[src/rtl/pfm_consts.svh]
// Constants for the port 2 / port 3 pin function mux: offsets, reset values.
// Assumes a byte-wide register port carrying 8-bit data.
`ifndef PFM_CONSTS_SVH
`define PFM_CONSTS_SVH

// ****************************************
// Register offsets
// ****************************************
`define PFM_ADDR_W          4
`define PFM_OFF_P2_IN       4'h0
`define PFM_OFF_P2_OUT      4'h1
`define PFM_OFF_P2_DIR      4'h2
`define PFM_OFF_P2_IFG      4'h3
`define PFM_OFF_P2_IES      4'h4
`define PFM_OFF_P2_IE       4'h5
`define PFM_OFF_P2_SEL      4'h6
`define PFM_OFF_P3_IN       4'h8
`define PFM_OFF_P3_OUT      4'h9
`define PFM_OFF_P3_DIR      4'ha
`define PFM_OFF_P3_SEL      4'hb
`define PFM_OFF_SER_MODE    4'hc

// ****************************************
// Reset values and field positions
// ****************************************
`define PFM_RST_BYTE        8'h00
`define PFM_RST_MODE        2'h0
`define PFM_BIT_SCLK        3
`define PFM_P2_SOFT_MASK    8'hc0

`endif

[src/rtl/pfm_pkg.sv]
// Types for the pin function mux.
// Assumes nothing beyond the constants header.
package pfm_pkg;
    // Serial unit mode as seen by the shift clock pin
    typedef enum logic [1:0] {
        PFM_SER_ASYNC    = 2'h0,
        PFM_SER_SYNC_SLV = 2'h1,
        PFM_SER_SYNC_MST = 2'h2
    } pfm_ser_mode_t;
endpackage

[src/rtl/pfm_port_mux.sv]
// Pin function mux for two 8-bit ports with port 2 edge interrupts.
// Assumes a single sys_clk domain; pins arrive asynchronously.
// Peripheral outputs share sys_clk; every output leaves from a flip-flop.
//
// Functional notes
// - Port 2 bit 0 selected drives auxiliary clock; direction from port direction bit.
// - Port 2 bit 1 selected outputs low; pin feeds timer alternate clock.
// - Port 2 bit 2 selected drives comparator result; pin feeds capture 0 alt input.
// - Port 2 bits 3, 4 selected drive timer output units 1 and 2.
// - Port 2 bits 6, 7 have no pin, output low, keep all control bits.
// - Unbonded port 2 flags change only by software and raise the port interrupt.
// - Every port 2 bit has enable, flag and edge-select bits plus the rest.
// - Port 3 bit 0 selected is input, low out, feeds slave transmit enable.
// - Port 3 bit 4 selected is forced output driving serial transmit data.
// - Port 3 bit 5 selected is input, low out, feeds serial receive data.
// - Port 3 bits 6, 7 selected are inputs with low out, unconnected.
// - Asynchronous mode with clock function selected keeps shift clock pin input.
// - Synchronous master mode drives the shift clock out on its pin.
`timescale 1ns/1ps
`include "pfm_consts.svh"

module pfm_port_mux #(
    parameter int WIDTH = 8
) (
    input  wire logic                   sys_clk,
    input  wire logic                   nrst,
    input  wire logic [`PFM_ADDR_W-1:0] reg_addr,
    input  wire logic [7:0]             reg_wdata,
    input  wire logic                   reg_wr,
    input  wire logic                   reg_rd,
    output logic      [7:0]             reg_rdata,
    output logic                        port2_irq,
    input  wire logic [5:0]             port2_pin_in,
    output logic      [5:0]             port2_pin_out,
    output logic      [5:0]             port2_pin_oe,
    input  wire logic [WIDTH-1:0]       port3_pin_in,
    output logic      [WIDTH-1:0]       port3_pin_out,
    output logic      [WIDTH-1:0]       port3_pin_oe,
    input  wire logic                   aux_clock,
    input  wire logic                   comparator_result,
    input  wire logic                   timer_output_unit1,
    input  wire logic                   timer_output_unit2,
    input  wire logic                   serial_transmit_data,
    input  wire logic                   serial_shift_clock_out,
    output logic                        timer_alternate_clock_in,
    output logic                        timer_capture0_alt_input,
    output logic                        slave_transmit_enable,
    output logic                        serial_receive_data,
    output logic                        serial_shift_clock_in
);

    // Structure is fixed to the 8-bit ports
    initial begin
        if (WIDTH != 8) begin
            $error("pfm_port_mux supports WIDTH of 8 only");
        end
        if (`PFM_BIT_SCLK >= WIDTH) begin
            $error("pfm_port_mux shift clock bit lies outside port 3");
        end
        if (`PFM_ADDR_W < 4) begin
            $error("pfm_port_mux offsets need four address bits");
        end
    end

    // ****************************************
    // Control registers
    // ****************************************
    logic [7:0] port2_function_select_ff;
    logic [7:0] port2_direction_ff;
    logic [7:0] port2_output_latch_ff;
    logic [7:0] port2_irq_enable_ff;
    logic [7:0] port2_irq_flag_ff;
    logic [7:0] port2_irq_edge_select_ff;
    logic [7:0] port3_function_select_ff;
    logic [7:0] port3_direction_ff;
    logic [7:0] port3_output_latch_ff;
    logic [1:0] ser_mode_ff;
    logic [7:0] p2_s1_ff, p2_s2_ff, p2_s3_ff, port2_input_value_ff;
    logic [7:0] p3_s1_ff, p3_s2_ff, p3_s3_ff, port3_input_value_ff;
    logic [7:0] p2_prev_ff;
    logic [7:0] p2_edge;
    logic [7:0] nxt_port2_irq_flag;
    logic [7:0] nxt_rdata;
    logic [7:0] nxt_p2_out, nxt_p2_oe;
    logic [7:0] nxt_p3_out, nxt_p3_oe;
    logic [7:0] p2_mod_out, p3_mod_out, p3_mod_dir_val, p3_mod_dir_en;
    logic       sclk_is_input;
    logic [7:0] nxt_port2_irq_enable;

    wire wr2 = reg_wr;

    // Software-written control bits; flags handled separately
    always_ff @(posedge sys_clk) begin
        if (!nrst) begin
            port2_function_select_ff <= `PFM_RST_BYTE;
            port2_direction_ff       <= `PFM_RST_BYTE;
            port2_output_latch_ff    <= `PFM_RST_BYTE;
            port2_irq_enable_ff      <= `PFM_RST_BYTE;
            port2_irq_edge_select_ff <= `PFM_RST_BYTE;
            port3_function_select_ff <= `PFM_RST_BYTE;
            port3_direction_ff       <= `PFM_RST_BYTE;
            port3_output_latch_ff    <= `PFM_RST_BYTE;
            ser_mode_ff              <= `PFM_RST_MODE;
        end else if (wr2) begin
            unique case (reg_addr)
                `PFM_OFF_P2_OUT:   port2_output_latch_ff    <= reg_wdata;
                `PFM_OFF_P2_DIR:   port2_direction_ff       <= reg_wdata;
                `PFM_OFF_P2_IES:   port2_irq_edge_select_ff <= reg_wdata;
                `PFM_OFF_P2_IE:    port2_irq_enable_ff      <= reg_wdata;
                `PFM_OFF_P2_SEL:   port2_function_select_ff <= reg_wdata;
                `PFM_OFF_P3_OUT:   port3_output_latch_ff    <= reg_wdata;
                `PFM_OFF_P3_DIR:   port3_direction_ff       <= reg_wdata;
                `PFM_OFF_P3_SEL:   port3_function_select_ff <= reg_wdata;
                `PFM_OFF_SER_MODE: ser_mode_ff              <= reg_wdata[1:0];
                default: begin
                end
            endcase
        end
    end

    // ****************************************
    // Pin input synchronisers
    // ****************************************
    // Three stages; a change counts only once stages two and three agree
    // Stage one is read by stage two only, never by other logic.
    // Hazard: edge history resets low, so a pin held high through reset
    // flags a rising edge shortly after release.
    always_ff @(posedge sys_clk) begin
        if (!nrst) begin
            p2_s1_ff             <= `PFM_RST_BYTE;
            p2_s2_ff             <= `PFM_RST_BYTE;
            p2_s3_ff             <= `PFM_RST_BYTE;
            port2_input_value_ff <= `PFM_RST_BYTE;
            p3_s1_ff             <= `PFM_RST_BYTE;
            p3_s2_ff             <= `PFM_RST_BYTE;
            p3_s3_ff             <= `PFM_RST_BYTE;
            port3_input_value_ff <= `PFM_RST_BYTE;
            p2_prev_ff           <= `PFM_RST_BYTE;
        end else begin
            // Unbonded bits 6, 7 have no pin and read as zero
            p2_s1_ff   <= {2'h0, port2_pin_in};
            p2_s2_ff   <= p2_s1_ff;
            p2_s3_ff   <= p2_s2_ff;
            p3_s1_ff   <= port3_pin_in;
            p3_s2_ff   <= p3_s1_ff;
            p3_s3_ff   <= p3_s2_ff;
            port2_input_value_ff <= (p2_s2_ff & p2_s3_ff) | (port2_input_value_ff
                                    & ~(p2_s2_ff ^ p2_s3_ff) & p2_s2_ff) |
                                    (port2_input_value_ff & (p2_s2_ff ^ p2_s3_ff));
            port3_input_value_ff <= (p3_s2_ff & p3_s3_ff) |
                                    (port3_input_value_ff & (p3_s2_ff ^ p3_s3_ff));
            p2_prev_ff <= port2_input_value_ff;
        end
    end

    // ****************************************
    // Port 2 interrupt flags
    // ****************************************
    // Edge select 0 catches rising, 1 falling; unbonded bits never see an edge
    always_comb begin
        p2_edge = (~port2_irq_edge_select_ff & ~p2_prev_ff & port2_input_value_ff) |
                  (port2_irq_edge_select_ff & p2_prev_ff & ~port2_input_value_ff);
        p2_edge = p2_edge & ~`PFM_P2_SOFT_MASK;
        nxt_port2_irq_flag = port2_irq_flag_ff;
        if (wr2 && reg_addr == `PFM_OFF_P2_IFG) begin
            nxt_port2_irq_flag = reg_wdata;
        end
        // A pin edge in the cycle of a clearing write still sets its flag
        nxt_port2_irq_flag = nxt_port2_irq_flag | p2_edge;
        // Enable as written this cycle, so the level never lags a mask change
        nxt_port2_irq_enable = port2_irq_enable_ff;
        if (wr2 && reg_addr == `PFM_OFF_P2_IE) begin
            nxt_port2_irq_enable = reg_wdata;
        end
    end

    // Sticky flags; only a write replaces them
    always_ff @(posedge sys_clk) begin
        if (!nrst) begin
            port2_irq_flag_ff <= `PFM_RST_BYTE;
        end else begin
            port2_irq_flag_ff <= nxt_port2_irq_flag;
        end
    end

    // ****************************************
    // Port 2 interrupt output
    // ****************************************
    // Level output, including software-set unbonded flags
    always_ff @(posedge sys_clk) begin
        if (!nrst) begin
            port2_irq <= 1'b0;
        end else begin
            port2_irq <= |(nxt_port2_irq_flag & nxt_port2_irq_enable);
        end
    end

    // ****************************************
    // Output function mux
    // ****************************************
    // Port 2 map when selected:
    //   bit 0 auxiliary clock out, bit 1 low out with pin to timer clock,
    //   bit 2 comparator out with pin to capture input, bits 3/4 timer units,
    //   bit 5 low out, bits 6/7 low out with no pin at all.
    // Port 2 direction is never taken over by a peripheral.
    // Port 3 map when selected:
    //   bit 0 slave enable in, bits 1/2 low out under software direction,
    //   bit 3 shift clock, bit 4 transmit out, bit 5 receive in, bits 6/7 idle in.
    // Forced inputs other than shift clock bit 3 also carry a low value, so the output latch never
    // leaks onto a pin that belongs to a listening peripheral.
    always_comb begin
        p2_mod_out    = {2'h0, 1'b0, timer_output_unit2, timer_output_unit1,
                         comparator_result, 1'b0, aux_clock};
        p3_mod_out    = 8'h00;
        p3_mod_out[4] = serial_transmit_data;
        p3_mod_out[`PFM_BIT_SCLK] = serial_shift_clock_out;
        // Forced directions: bit 4 out, 0/5/6/7 in, bit 3 by serial mode; bits 1, 2 follow direction
        p3_mod_dir_en  = 8'hf1;
        p3_mod_dir_val = 8'h10;
        // Mode 3 is unused and treated as a listening clock pin
        sclk_is_input = (pfm_pkg::pfm_ser_mode_t'(ser_mode_ff) != pfm_pkg::PFM_SER_SYNC_MST);
        if (port3_function_select_ff[`PFM_BIT_SCLK]) begin
            p3_mod_dir_en[`PFM_BIT_SCLK]  = 1'b1;
            p3_mod_dir_val[`PFM_BIT_SCLK] = ~sclk_is_input;
        end
        // Port 2 direction always follows the direction bits
        nxt_p2_out = (port2_function_select_ff & p2_mod_out) |
                     (~port2_function_select_ff & port2_output_latch_ff);
        nxt_p2_oe  = port2_direction_ff;
        nxt_p3_out = (port3_function_select_ff & p3_mod_out) |
                     (~port3_function_select_ff & port3_output_latch_ff);
        nxt_p3_oe  = (port3_function_select_ff & p3_mod_dir_en & p3_mod_dir_val) |
                     (~(port3_function_select_ff & p3_mod_dir_en) & port3_direction_ff);
    end

    // Registered pins and module inputs; one cycle of latency traded for clean outputs
    always_ff @(posedge sys_clk) begin
        if (!nrst) begin
            port2_pin_out            <= 6'h00;
            port2_pin_oe             <= 6'h00;
            port3_pin_out            <= `PFM_RST_BYTE;
            port3_pin_oe             <= `PFM_RST_BYTE;
            timer_alternate_clock_in <= 1'b0;
            timer_capture0_alt_input <= 1'b0;
            slave_transmit_enable    <= 1'b0;
            serial_receive_data      <= 1'b0;
            serial_shift_clock_in    <= 1'b0;
        end else begin
            port2_pin_out <= nxt_p2_out[5:0];
            port2_pin_oe  <= nxt_p2_oe[5:0];
            port3_pin_out <= nxt_p3_out;
            port3_pin_oe  <= nxt_p3_oe;
            // Module inputs see the pin only while the function is selected
            timer_alternate_clock_in <= port2_function_select_ff[1] &
                                        port2_input_value_ff[1];
            timer_capture0_alt_input <= port2_function_select_ff[2] &
                                        port2_input_value_ff[2];
            slave_transmit_enable    <= port3_function_select_ff[0] &
                                        port3_input_value_ff[0];
            serial_receive_data      <= port3_function_select_ff[5] &
                                        port3_input_value_ff[5];
            serial_shift_clock_in    <= port3_function_select_ff[`PFM_BIT_SCLK] &
                                        sclk_is_input &
                                        port3_input_value_ff[`PFM_BIT_SCLK];
        end
    end

    // ****************************************
    // Register read port
    // ****************************************
    // Unmapped offsets read as zero; input registers are read-only
    always_comb begin
        unique case (reg_addr)
            `PFM_OFF_P2_IN:    nxt_rdata = port2_input_value_ff;
            `PFM_OFF_P2_OUT:   nxt_rdata = port2_output_latch_ff;
            `PFM_OFF_P2_DIR:   nxt_rdata = port2_direction_ff;
            `PFM_OFF_P2_IFG:   nxt_rdata = port2_irq_flag_ff;
            `PFM_OFF_P2_IES:   nxt_rdata = port2_irq_edge_select_ff;
            `PFM_OFF_P2_IE:    nxt_rdata = port2_irq_enable_ff;
            `PFM_OFF_P2_SEL:   nxt_rdata = port2_function_select_ff;
            `PFM_OFF_P3_IN:    nxt_rdata = port3_input_value_ff;
            `PFM_OFF_P3_OUT:   nxt_rdata = port3_output_latch_ff;
            `PFM_OFF_P3_DIR:   nxt_rdata = port3_direction_ff;
            `PFM_OFF_P3_SEL:   nxt_rdata = port3_function_select_ff;
            `PFM_OFF_SER_MODE: nxt_rdata = {6'h00, ser_mode_ff};
            default:           nxt_rdata = 8'h00;
        endcase
    end

    // Read data stands only in the cycle after the strobe
    // and is zero otherwise, so a late sample never sees stale data
    always_ff @(posedge sys_clk) begin
        if (!nrst) begin
            reg_rdata <= `PFM_RST_BYTE;
        end else begin
            reg_rdata <= reg_rd ? nxt_rdata : 8'h00;
        end
    end

endmodule

[config.mk]
export PLATFORM = sky130hd
export DESIGN_NAME = pfm_port_mux
export DESIGN_NICKNAME = d
export VERILOG_FILES = /design/src/rtl/pfm_pkg.sv /design/src/rtl/pfm_port_mux.sv
export VERILOG_INCLUDE_DIRS = /design/src /design/src/rtl
export SDC_FILE = /design/constraint.sdc
export NUM_CORES = 1
export LEC_CHECK = 0
export BUFFER_PORTS_ARGS = -buffer_cell sky130_fd_sc_hd__buf_4
export CAP_MARGIN = 40
export CORE_MARGIN = 1
export CORE_UTILIZATION = 35
export DETAILED_ROUTE_END_ITERATION = 12
export PLACE_DENSITY_LB_ADDON = 0.15
export RECOVER_POWER = 25
export SLEW_MARGIN = 5
export SYNTH_ARGS = -nofsm -noshare
export SYNTH_HDL_FRONTEND = slang
export SYNTH_SLANG_ARGS = --single-unit
export TNS_END_PERCENT = 10
[constraint.sdc]
create_clock -name sys_clk -period 1.7 [get_ports sys_clk]
set_clock_uncertainty 0.1 [all_clocks]
set_input_delay 0.255 -clock sys_clk [delete_from_list [all_inputs] [get_ports sys_clk]]
set_output_delay 0.255 -clock sys_clk [all_outputs]
set_load 0.1 [all_outputs]
---- Word level (Yosys, flattened, before mapping) ----
Index checks and enable logic that the tools add are counted.
W data, S select, Z words.
word-level totals
  memory bits (writable) .................. 0
  memories ................................ 0
  input bits .............................. 36
  output and inout port bits .............. 42
  ROM bits ................................ 0
  register bits ........................... 186
  latch bits .............................. 0
operators by class
  reduce and logical (&&, ||, !) cells .... 14
  shift-type cells ........................ 0
  $add $sub $neg .......................... 0
  eq/ne operators ......................... 12
  magnitude comparators ................... 0
  bitwise gates (word level) .............. 42
  multiplexer cells ....................... 5
  divide/modulo/power cells ............... 0
  $mul .................................... 0
operator list
  operator              count
  $pmux W8 S12          1
  $and A8 B8 Y8         10
  $or A8 B8 Y8          5
  $and A6 B6 Y6         5
  $not A6 Y6            4
  $not A8 Y8            3
  $eq A4 B4 Y1 const B  5
  $reduce_and A2 Y1     10
  $and A8 B5 Y8         2
  $mux W8               2
  $xor A8 B8 Y8         2
  $eq A4 B3 Y1 const B  3
  $or A6 B6 Y6          2
  $eq A4 B2 Y1 const B  2
  $or A8 B6 Y8          1
  $reduce_or A8 Y1      1
  $and A1 B1 Y1         6
  $and A6 B5 Y6         1
  $eq A4 B1 Y1 const B  1
  $logic_not A4 Y1      1
  $logic_and A1 B1 Y1   2
  $mux W1               2
  $ne A2 B2 Y1 const B  1
  $not A1 Y1            1

---- Logic depth before layout (Yosys ltp) ----
Gate-level depths: netlist of run 1.
  depth after elaboration ................. 7
  depth in mapped cells ................... 9
  gate-level depth less buffers ........... 6

---- Worst setup path before layout of run 1 ----
No wires, ideal clock.
  path type ............................... input-to-reg
  from .................................... input port reg_addr[2]
  to ...................................... register port2_irq
  arrival time ............................ 1.614 ns
  setup time .............................. 0.125 ns
  data required time ...................... 1.475 ns
  path slack .............................. -0.139 ns
  stages on the path ...................... 8
  cell sequence ........................... buf_2 nor3b_2 and3_1 buf_4 a21oi_1 o221ai_1 nand4_1 o41a_1
between the ends
  longest elaborated chain between the ends .. 6
RTL lines
  item                                  RTL line             text
  start, declared                       pfm_port_mux.sv:27   input wire logic [`PFM_ADDR_W-1:0] reg_addr,
  $eq A4 B2 Y1                          n/a
  $logic_and A1 B1 Y1 (no source line)  n/a
  $mux W8                               pfm_port_mux.sv:165  if (wr2 && reg_addr == `PFM_OFF_P2_IFG) begin
  $or A8 B6 Y8                          pfm_port_mux.sv:169  nxt_port2_irq_flag = nxt_port2_irq_flag | p2_edge;
  $and A8 B8 Y8 *                       pfm_port_mux.sv:194  port2_irq <= |(nxt_port2_irq_flag & nxt_port2_irq_enable);
  $reduce_or A8 Y1 *                    pfm_port_mux.sv:194
  end signal, assigned                  pfm_port_mux.sv:194
  end, declared                         pfm_port_mux.sv:32   output logic port2_irq,
Mark *: on every way between the ends. The rest lies on a longest branch, timed or not.
A chain may end at the register's enable or synchronous reset.

---- Worst setup path after layout of run 1 ----
  from .................................... register p2_prev_ff[4]
  to ...................................... register port2_irq
between the ends
  longest elaborated chain between the ends .. 7
RTL lines
  item                         RTL line             text
  start, declared              pfm_port_mux.sv:80   logic [7:0] p2_prev_ff;
  start signal, assigned       pfm_port_mux.sv:138  p2_prev_ff <= `PFM_RST_BYTE;
  start signal, assigned       pfm_port_mux.sv:152  p2_prev_ff <= port2_input_value_ff;
  $not A6 Y6                   pfm_port_mux.sv:161  p2_edge = (~port2_irq_edge_select_ff & ~p2_prev_ff & port2_input_value_ff) |
  $and A6 B6 Y6 (2 in series)  pfm_port_mux.sv:161
  $or A6 B6 Y6 *               pfm_port_mux.sv:161
  $or A8 B6 Y8 *               pfm_port_mux.sv:169
  $and A8 B8 Y8 *              pfm_port_mux.sv:194
  $reduce_or A8 Y1 *           pfm_port_mux.sv:194
Marked as above.

==> results.env, run 1 <==
CTS.SINKS=178
POST_SYNTH.CELL_AREA_AVG_UM2=9.283
SYN_INST=753
CRITPATHLAUNCH='p2_prev_ff[4]'
REG2REG_FROM='p2_prev_ff[4]'
MASTER_OF_THE_SLOWEST_INSTANCE_ON_THE_CRITICAL_PATH='dfxtp_1'
PLACED_CELLS=1127
FINALINSTANCEAREA_MM2=0.009319
DRT_WL_TOTAL_UM=21260
OVERALL_DIE_AREA_MM2=0.02054
COMB_POWER_SHARE=0.072
CRIT_FAMILY='compound AO/OA/AOI/OAI gates'
DRT_ITER0_DRC=454
SYNTHESIS.AREA_MM2=0.006990
TIMING.CRITICAL_PATH.ARRIVAL_NS=1.87
SYNTH.FF_LATCH_COUNT=178
FINAL_NET_COUNT=954
TIMING.CRITICAL_PATH.BUF_INV=1
MAX_STAGE_DELAY_NS=0.32
UTILIZATION=0.4773
FP.DIEH_UM=143.3
STATUS='finished, final reports clean'
WORST_SLEW_MARGIN_REL=0.2724
YS_TYPES=45
ROUTED_WIRE_LENGTH_PER_INSTANCE_UM=18.00
VIA_COUNT_OF_THE_FIRST_GLOBAL_ROUTING_PASS=5647
ROWS=51
IO_PINS=78
GRT_ANTENNA_BEFORE_REPAIR=0
IR_DROP_uV=711.1
REG_TO_REG_ENDPOINT='port2_irq'
CTS.HTREE.LEVELS=4
FINAL_CELL_COUNT_NO_FILL=1181
GLOBAL_ROUTE.USAGE.TOTAL=0.2173
CRITICAL_PATH_SINK_TYPE='flop'
CRITPATHKIND='reg2reg'
NUMPORTBUFFERS=77
CORE_REGION_AREA_MM2=0.01953
POSTSYNTHNETCOUNT=803
NUMCTSBUFFERS=17
NUMBER_OF_MAXIMUM_CAPACITANCE_VIOLATIONS=0
YOSYS_WARNINGS=0
GP_ROUTABILITY_CONGESTION=0.9412
SYNTHTOLAYOUTAREAGROWTH_PCT=33.31
CTS_MAX_PATH_BUFFERS=2
STARTPOINT_OF_THE_WORST_HOLD_PATH='serial_transmit_data'
P_SWITCHING_W=0.002166
CLOCK_LATENCY_NS=0.44
PATH_CLK_SLEW_NS=0.07
GRT_START_MAX_NET_PINS=78
MIN_PERIOD_OVER_PERIOD=0.9712
CTS-ROOT-BUF='clkbuf_16'
ANTENNA_VIOLATING_NETS_POST_ROUTE=0
FINAL_LAYOUT_SIZE_SUFFIX_GT1_FRAC=0.2478
SHARE_SEQ_OF_TOTAL_POWER=0.465
POWER.CLOCK.FRACTION=0.464
WORST_SETUP_PATH_START_KIND='flop'
DIEWIDTH_UM=143.3
CP_DATA_REQUIRED_TIME_NS=1.92
PWR_DENSITY_CELL_mW_PER_MM2=989.0
REPORT.FINAL.HOLD_VIOL_COUNT=0
FLOORPLAN.INITIALDENSITY=0.3580
GRT_SETUP_UNREPAIRED='yes'
CP_MAX_FO=3
CELLLEAKAGEPOWER_nW=3.828
HP-CLASS='in2reg'
GLOBAL_ROUTE.OVERFLOW_TOTAL=0
TIMING.CRITICAL_PATH.CELLS='nor2b_1 > a21oi_2 > buf_4 > a21oi_2 > o221ai_1 > nand4_1 > o41a_1'
PLACE_HPWL_UM=15140
CLOCK_TREE_FROM_TRITONCTS='built'
VIAS=5983
SETUP_VIOL_COUNT_FINAL=0
CLOCK.FMAX_GHz=0.6057
RESIDUAL_DRC_COUNT=0
GRT_PASS1_WL_UM=32820
WORST_PIN_SLEW_NS=1.091
HOLDPATHSTAGES=3
SEQUENTIAL_CELL_AREA_FRACTION_IN_THE_YOSYS_REPORT=0.5098
FIRST_PASS_ITERS=7
POWER.INTERNAL_W=0.007050
WORST_R2R_PATH_DEPTH=7
TIMING.FINAL.MAX_SLEW_VIOLATIONS=0
ROUTED_VIA_DENSITY=5.066
TNS_NS=0
TIMING.REG2REG.SETUP_SLACK_NS=0.05
POWER.SWITCHING_FRACTION=0.2350
PLACE_AREA_MM2=0.008394
FINALPOWER_W=0.009217
CPMOSTUSEDCELL='a21oi_2'
COUNT_OF_ANTENNA_DIODES_IN_THE_LAYOUT=0
FINAL.MIN_CLOCK_PERIOD_NS=1.651
WORSTHOLDENDPOINT='port3_pin_out[4]'
## power groups by stage
stage                     clock network, W  logic (W)  registers [W]
after global routing               0.00457   0.000713        0.00429
after detailed placement                 0   0.000627        0.00438
after CTS                          0.00436   0.000665        0.00428
after floorplan                          0   0.000289        0.00441
final                              0.00427   0.000662        0.00428
after global placement                   0   0.000621        0.00438
## flip-flops by register name (all words and copies together) (netlist names), 8 cells and up
signal	flops
port3_output_latch_ff	8
port2_irq_enable_ff	8
nxt_p2_oe	8
port2_irq_flag_ff	8
port3_pin_out	8
port2_function_select_ff	8
port3_direction_ff	8
port3_input_value_ff	8
reg_rdata	8
p3_s3_ff	8
port3_function_select_ff	8
p3_s1_ff	8
port2_output_latch_ff	8
port3_pin_oe	8
p3_s2_ff	8
port2_irq_edge_select_ff	8
## cell usage in the layout, fill, tap and decap left out, types with 6 or more instances in the layout
cell type      synthesis  layout
and2_0                 0      12
buf_4                  2     158
o221ai_1               6       6
o21ai_0               23      23
nand3_1               27      27
a21oi_2                0       8
a31oi_1                9       9
and2_1                58      46
dlygate4sd3_1          0      19
and3b_1               12      12
a22oi_1               10      10
o22ai_1                9       6
nor2b_1               26      26
mux2i_1               50      50
ha_1                  14      14
a21boi_0               6       6
nand2_1               79      77
inv_1                  7       7
a21oi_1               69      61
dfxtp_1              178     171
nor2_1                58      58
clkbuf_16              0      17
## worst max path at each step
stage | endpoint | slack (ns) | depth (start not counted)
after floorplan | port2_irq | -0.09 | 9
after global placement | reg_rdata[2] | -0.24 | 7
after detailed placement | reg_rdata[4] | -0.23 | 7
after CTS | port2_irq | -0.01 | 7
after global routing | port2_irq | -0.03 | 7
final | port2_irq | 0.05 | 7
## repair_timing
action                     in CTS  in global routing
pin swaps                       3                  8
hold endpoints to repair       19                  0
setup endpoints to repair       1                  1
resized for setup              10                 14
setup buffers                   2                  2
hold buffers                   19                  0
gates cloned                    0                  0
## through the flow
| step | setup slack, ns | hold WS (ns) |
|---|---|---|
| after global placement | -0.2401 | 0.3141 |
| after global routing | -0.02513 | 0.01092 |
| final | 0.04899 | 0.004467 |
| after detailed placement | -0.2254 | 0.3169 |
| after floorplan | -0.08512 | 0.2823 |
| after CTS | -0.01498 | 0.0007842 |
## Yosys cell counts, drive strengths merged
cell / count / area, µm²
a211oi: 4 / 30.03
a21boi: 6 / 45.04
a21oi: 69 / 345.3
a221oi: 3 / 26.28
a222oi: 1 / 10.01
a22o: 2 / 17.52
a22oi: 10 / 75.07
a31oi: 9 / 56.30
a32o: 1 / 10.01
a32oi: 3 / 26.28
and2: 58 / 362.9
and3: 5 / 31.28
and3b: 12 / 105.1
and4b: 1 / 10.01
buf: 15 / 75.06
clkbuf: 36 / 135.1
dfxtp: 178 / 3563
ha: 14 / 175.2
inv: 8 / 30.03
mux2: 4 / 45.04
mux2i: 50 / 500.5
mux4: 1 / 22.52
nand2: 79 / 296.5
nand2b: 4 / 25.02
nand3: 27 / 135.1
nand3b: 3 / 22.52
nand4: 2 / 12.51
nand4b: 1 / 8.760
nor2: 61 / 236.5
nor2b: 26 / 162.7
nor3: 5 / 25.02
nor3b: 8 / 65.06
nor4b: 1 / 8.760
o21a: 2 / 15.01
o21ai: 23 / 115.1
o221ai: 6 / 52.55
o22ai: 9 / 56.30
o32ai: 4 / 35.03
o41a: 1 / 11.26
xnor2: 1 / 8.760
## worst register-to-register path, stage by stage, from the launching register on
cell      delay, ns
dfxtp_1        0.32
nor2b_1        0.14
a21oi_2        0.17
buf_4          0.16
a21oi_2        0.05
o221ai_1       0.15
nand4_1        0.12
o41a_1         0.32
## per-layer routing
metal / up-vias / GRT usage / share of wire
met2: 212 / 0.3374 / 0.45
li1: 2911 / - / -
met4: 0 / 0.08287 / 0.028
met5: - / 0 / 0
met1: 2830 / 0.2959 / 0.47
met3: 30 / 0.04465 / 0.048
## final cells by class
| cell class | instances | area, µm² |
|---|---|---|
| Sequential cell | 178 | 3577 |
| Timing Repair Buffer | 183 | 1481 |
| Clock buffer | 19 | 442.9 |
| Clock inverter | 12 | 193.9 |
| Multi-Input combinational cell | 516 | 3262 |
| Fill cell | 1913 | 10210 |
| Inverter | 8 | 30.03 |
| Tap cell | 265 | 331.6 |
## cell families (layout without fill, tap and decap cells)
family | Yosys count | in the layout | share of synthesized area
buffers and inverters | 59 | 222 | 0.03436
adder cells (fa/ha/maj) | 14 | 14 | 0.02506
AO/OA/AOI/OAI | 153 | 153 | 0.1326
multiplexers | 55 | 55 | 0.08126
flip-flops | 178 | 178 | 0.5098
AND/OR/NAND/NOR | 293 | 293 | 0.2157
XOR/XNOR | 1 | 1 | 0.001253
Power figures use the tool's default switching activity.
==> run 2, diff against run 1 <==
--- a/config.mk
+++ b/config.mk
@@ -6,6 +6,7 @@
 export SDC_FILE = /design/constraint.sdc
 export NUM_CORES = 1
 export LEC_CHECK = 0
+export ABC_AREA = 1
 export BUFFER_PORTS_ARGS = -buffer_cell sky130_fd_sc_hd__buf_4
 export CAP_MARGIN = 40
 export CORE_MARGIN = 1
==> run 2 against run 1 <==
Against the previous run:
- sequential share of layout area rose by 3.5 points
- highest routed layer unchanged
- count of clock-buffer cells in the layout rose by 5
- utilization fell by 2.1 points
- global-route usage fell by 1.9 points
==> results.env, run 2 <==
STATUS='finished, final reports clean'
CRITICAL_PATH_DEPTH=1  # -6
YS_TOP_CELLS_BY_COUNT='nand2_1 (186), dfxtp_1 (178), inv_1 (135), a21oi_1 (93), o21ai_0 (64)'
SYNTHTOLAYOUTAREAGROWTH_PCT=27.80
SEQUENTIAL_CELL_AREA_FRACTION_IN_THE_YOSYS_REPORT=0.5353  # +0.02558
FIRST_PASS_ITERS=5  # -2
CORE_REGION_AREA_MM2=0.01864  # -4.5%
SYNTH_TOP_FAMILY_BY_AREA='simple AND/OR/NAND/NOR gates'
NUMCTSBUFFERS=17  # unchanged
TIMING.FINAL.MAX_SLEW_VIOLATIONS=0  # unchanged
ANTENNA_VIOLATING_NETS_POST_ROUTE=0  # unchanged
NUMPORTBUFFERS=77  # unchanged
CTS_MAX_PATH_BUFFERS=2  # unchanged
COUNT_OF_ANTENNA_DIODES_IN_THE_LAYOUT=0  # unchanged
CRIT_FAMILY='flip-flops'
CRITICAL_PATH_SINK_TYPE='primary output'
FINAL_LAYOUT_SIZE_SUFFIX_GT1_FRAC=0.1668  # -0.08098
CRITPATHLAUNCH='reg_rdata[0]'
GRT_START_MAX_NET_PINS=60  # -23%
PLACE_HPWL_UM=13250  # -12%
CTS-ROOT-BUF='clkbuf_16'
CLOCK_TREE_FROM_TRITONCTS='built'
SYNTH_XOR_AREA_FRAC=0  # -0.001253
POWER.SWITCHING_FRACTION=0.2351  # about the same
DRT_WL_TOTAL_UM=18630  # -12%
MASTER_OF_THE_SLOWEST_INSTANCE_ON_THE_CRITICAL_PATH='dfxtp_1'
PWR_DENSITY_CELL_mW_PER_MM2=1038  # +5.0%
SHARE_SEQ_OF_TOTAL_POWER=0.486  # +0.021
OVERALL_DIE_AREA_MM2=0.01957  # -4.7%
YOSYS_WARNINGS=0  # unchanged
WORST_SLEW_MARGIN_REL=0.4083  # +0.1359
YS_TYPES=23  # -49%
COMB_POWER_SHARE=0.069  # -0.003
FINAL_NET_COUNT=1039  # +8.9%
UTILIZATION=0.4563  # -0.02094
ROUTED_WIRE_LENGTH_PER_INSTANCE_UM=15.09  # -16%
FINALPOWER_W=0.008832  # -4.2%
WORST_R2R_PATH_DEPTH=6  # -1
WORST_SETUP_PATH_START_KIND='flop'
DRT_ITER0_DRC=343  # -24%
CRITPATHKIND='reg2out'
ROUTED_VIA_DENSITY=4.646  # -8.3%
SYN_INST=865  # +15%
GP_ROUTABILITY_CONGESTION=0.8820  # -6.3%
CP_DATA_REQUIRED_TIME_NS=1.34  # -0.58 ns
FINAL_COMMON_CELL='nand2_1'
NETLIST_TOP_CELLS_AREA='dfxtp_1 (54%), nand2_1 (10%), inv_1 (7.6%)'
SYNTH_AREA_LEADER_CELL='dfxtp_1'
VIAS=5738  # -4.1%
MAX_STAGE_DELAY_NS=0.37  # +0.05 ns
GLOBAL_ROUTE.USAGE.TOTAL=0.1982  # -0.01916
CTS.HTREE.LEVELS=4  # unchanged
RESIDUAL_DRC_COUNT=0  # unchanged
SEQUENTIAL_CELL_AREA_MM2=0.003563  # -0.38%
MIN_PERIOD_OVER_PERIOD=0.8623  # -0.1089
POST_SYNTH.CELL_AREA_AVG_UM2=7.695  # -17%
NUMBER_OF_MAXIMUM_CAPACITANCE_VIOLATIONS=0  # unchanged
ADDER_CELL_SHARE_OF_THE_SYNTHESIZED_AREA=0.02632  # +0.001258
MULTIINPUTGATEAREA_MM2=0.002394  # -27%
SYNTHESIS.AREA_MM2=0.006656  # -4.8%
REPORT.FINAL.HOLD_VIOL_COUNT=0  # unchanged
IR_DROP_uV=673.1  # -5.3%
GRT_SETUP_UNREPAIRED='no'
POST_CTS_RESIZE_COUNT=0  # -10
TIMING.CRITICAL_PATH.ARRIVAL_NS=1.11  # -0.76 ns
VIA_COUNT_OF_THE_FIRST_GLOBAL_ROUTING_PASS=5268  # -6.7%
SYNTH-EDFF-COUNT=0  # unchanged
POSTSYNTH.ASYNCRESETSHARE=0  # unchanged
CRIT_PATH_END='reg_rdata[0]'
PATH_CLK_SLEW_NS=0.07  # about the same
WORST_HOLD_SLACK_NS=0.008627  # +0.004160 ns
CP_MAX_FO=1  # -2
SYNTHMUXAREASHARE=0  # -0.08126
FP.DIEH_UM=139.9  # -2.4%
GLOBAL_ROUTE.OVERFLOW_TOTAL=0  # unchanged
TIMING.CRITICAL_PATH.BUF_INV=1  # unchanged
DIEWIDTH_UM=139.9  # -2.4%
SYNTH_SIMPLE_GATE_AREA_FRAC=0.1836  # -0.03203
COMMONEST_REGISTER_CELL_AFTER_SYNTHESIS='dfxtp_1'
REG_TO_REG_ENDPOINT='reg_rdata[4]'
POSTSYNTHNETCOUNT=915  # +14%
POWER.INTERNAL_W=0.006756  # -4.2%
CLOCK_LATENCY_NS=0.43  # about the same
IO_PINS=78  # unchanged
MOSTFREQUENTLAYOUTCELLS='nand2_1 (186), dfxtp_1 (178), inv_1 (136), buf_4 (120), a21oi_1 (93)'
TIMING.REG2REG.SETUP_SLACK_NS=0.37  # +0.32 ns
HP-CLASS='in2reg'
TIMING.CRITICAL_PATH.CELLS='buf_4'
SYNTH_MOST_COMMON_CELL='nand2_1'
SYNTH-COMPOUND-AREA-SHARE=0.1496  # +0.01699
REG2REG_FROM='port3_function_select_ff[4]'
GRT_PASS1_WL_UM=29230  # -11%
SYNTH.FF_LATCH_COUNT=178  # unchanged
P_SWITCHING_W=0.002076  # -4.2%
WORST_PIN_SLEW_NS=0.8876  # -0.2039 ns
ROWS=50  # -2.0%
CTS_POST_SETUP_BUFFERS_INSERTED=0  # -2
FLOORPLAN.INITIALDENSITY=0.3570  # -0.0009563
CTS.SINKS=178  # unchanged
FILLCELLCOUNT=1890  # -1.2%
POWER.CLOCK.FRACTION=0.445  # -0.019
SETUP_VIOL_COUNT_FINAL=0  # unchanged
SYNTHDOMINANTCELLAREASHARE=0.5353  # +0.02558
FINAL.MIN_CLOCK_PERIOD_NS=1.466  # -0.1852 ns
GRT_ANTENNA_BEFORE_REPAIR=0  # unchanged
CELLLEAKAGEPOWER_nW=3.989  # +4.2%
CLOCK.FMAX_GHz=0.6822  # +13%
[run 2: logic make-up after synthesis]
family / count (synthesis)
AND/OR/NAND/NOR: 298
flip-flops: 178
buffers and inverters: 183
adder cells (fa/ha/maj): 14
AO/OA/AOI/OAI: 192
[run 2: layout make-up]
type	instances	area share
Clock buffer	24	0.05663
Clock inverter	7	0.01177
Inverter	146	0.06442
Multi-Input combinational cell	504	0.2814
Sequential cell	178	0.4189
Tap cell	234	0.03442
Timing Repair Buffer	142	0.1325
[run 2: worst min path at each step]
stage	from	end	slack, ns	cells past startpoint
floorplan	port2_pin_in[0]	p2_s1_ff[0]	0.25	2
global placement	p2_s1_ff[1]	p2_s2_ff[1]	0.29	2
detailed placement	p3_s1_ff[6]	p3_s2_ff[6]	0.30	2
CTS	serial_shift_clock_out	port3_pin_out[3]	0.001	3
global route	aux_clock	port2_pin_out[0]	0.03	3
finish	serial_shift_clock_out	port3_pin_out[3]	0.009	3
[run 2: metrics by stage]
step / std cells / TNS, ns / setup slack, ns / instance area, µm²
global placement: 1189 / -0.01456 / -0.01456 / 7789
floorplan: 865 / 0 / 0.3037 / 6656
finish: 1235 / 0 / 0.2341 / 8507
global route: 1235 / 0 / 0.1803 / 8507
detailed placement: 1189 / -0.4135 / -0.07634 / 7789
CTS: 1235 / 0 / 0.2093 / 8521
[run 2: timing repair]
item	CTS	global route
hold buffers	15	0
endpoints found under the setup margin	0	0
hold endpoints to repair	15	0
[run 2: routing by layer]
layer	part of all wire	vias up	wire, µm	global-route usage
met5	0	-	0	0
li1	-	3000	-	-
met4	0.019	0	353	0.07403
met1	0.47	2577	8690	0.2557
met2	0.47	131	8836	0.3261
met3	0.040	30	751	0.04103
[run 2: power by group through the flow]
stage	clock network (W)	logic, W	registers, W
floorplan	0	0.000257	0.00446
global placement	0	0.000586	0.00439
detailed placement	0	0.000586	0.00439
CTS	0.00400	0.000616	0.00429
global route	0.00415	0.000666	0.00430
finish	0.00393	0.000609	0.00429
[run 2: worst min-delay path, cell delays in order]
cell and delay (ns):
buf_4 0.08, o21ai_0 0.07, a21oi_1 0.11
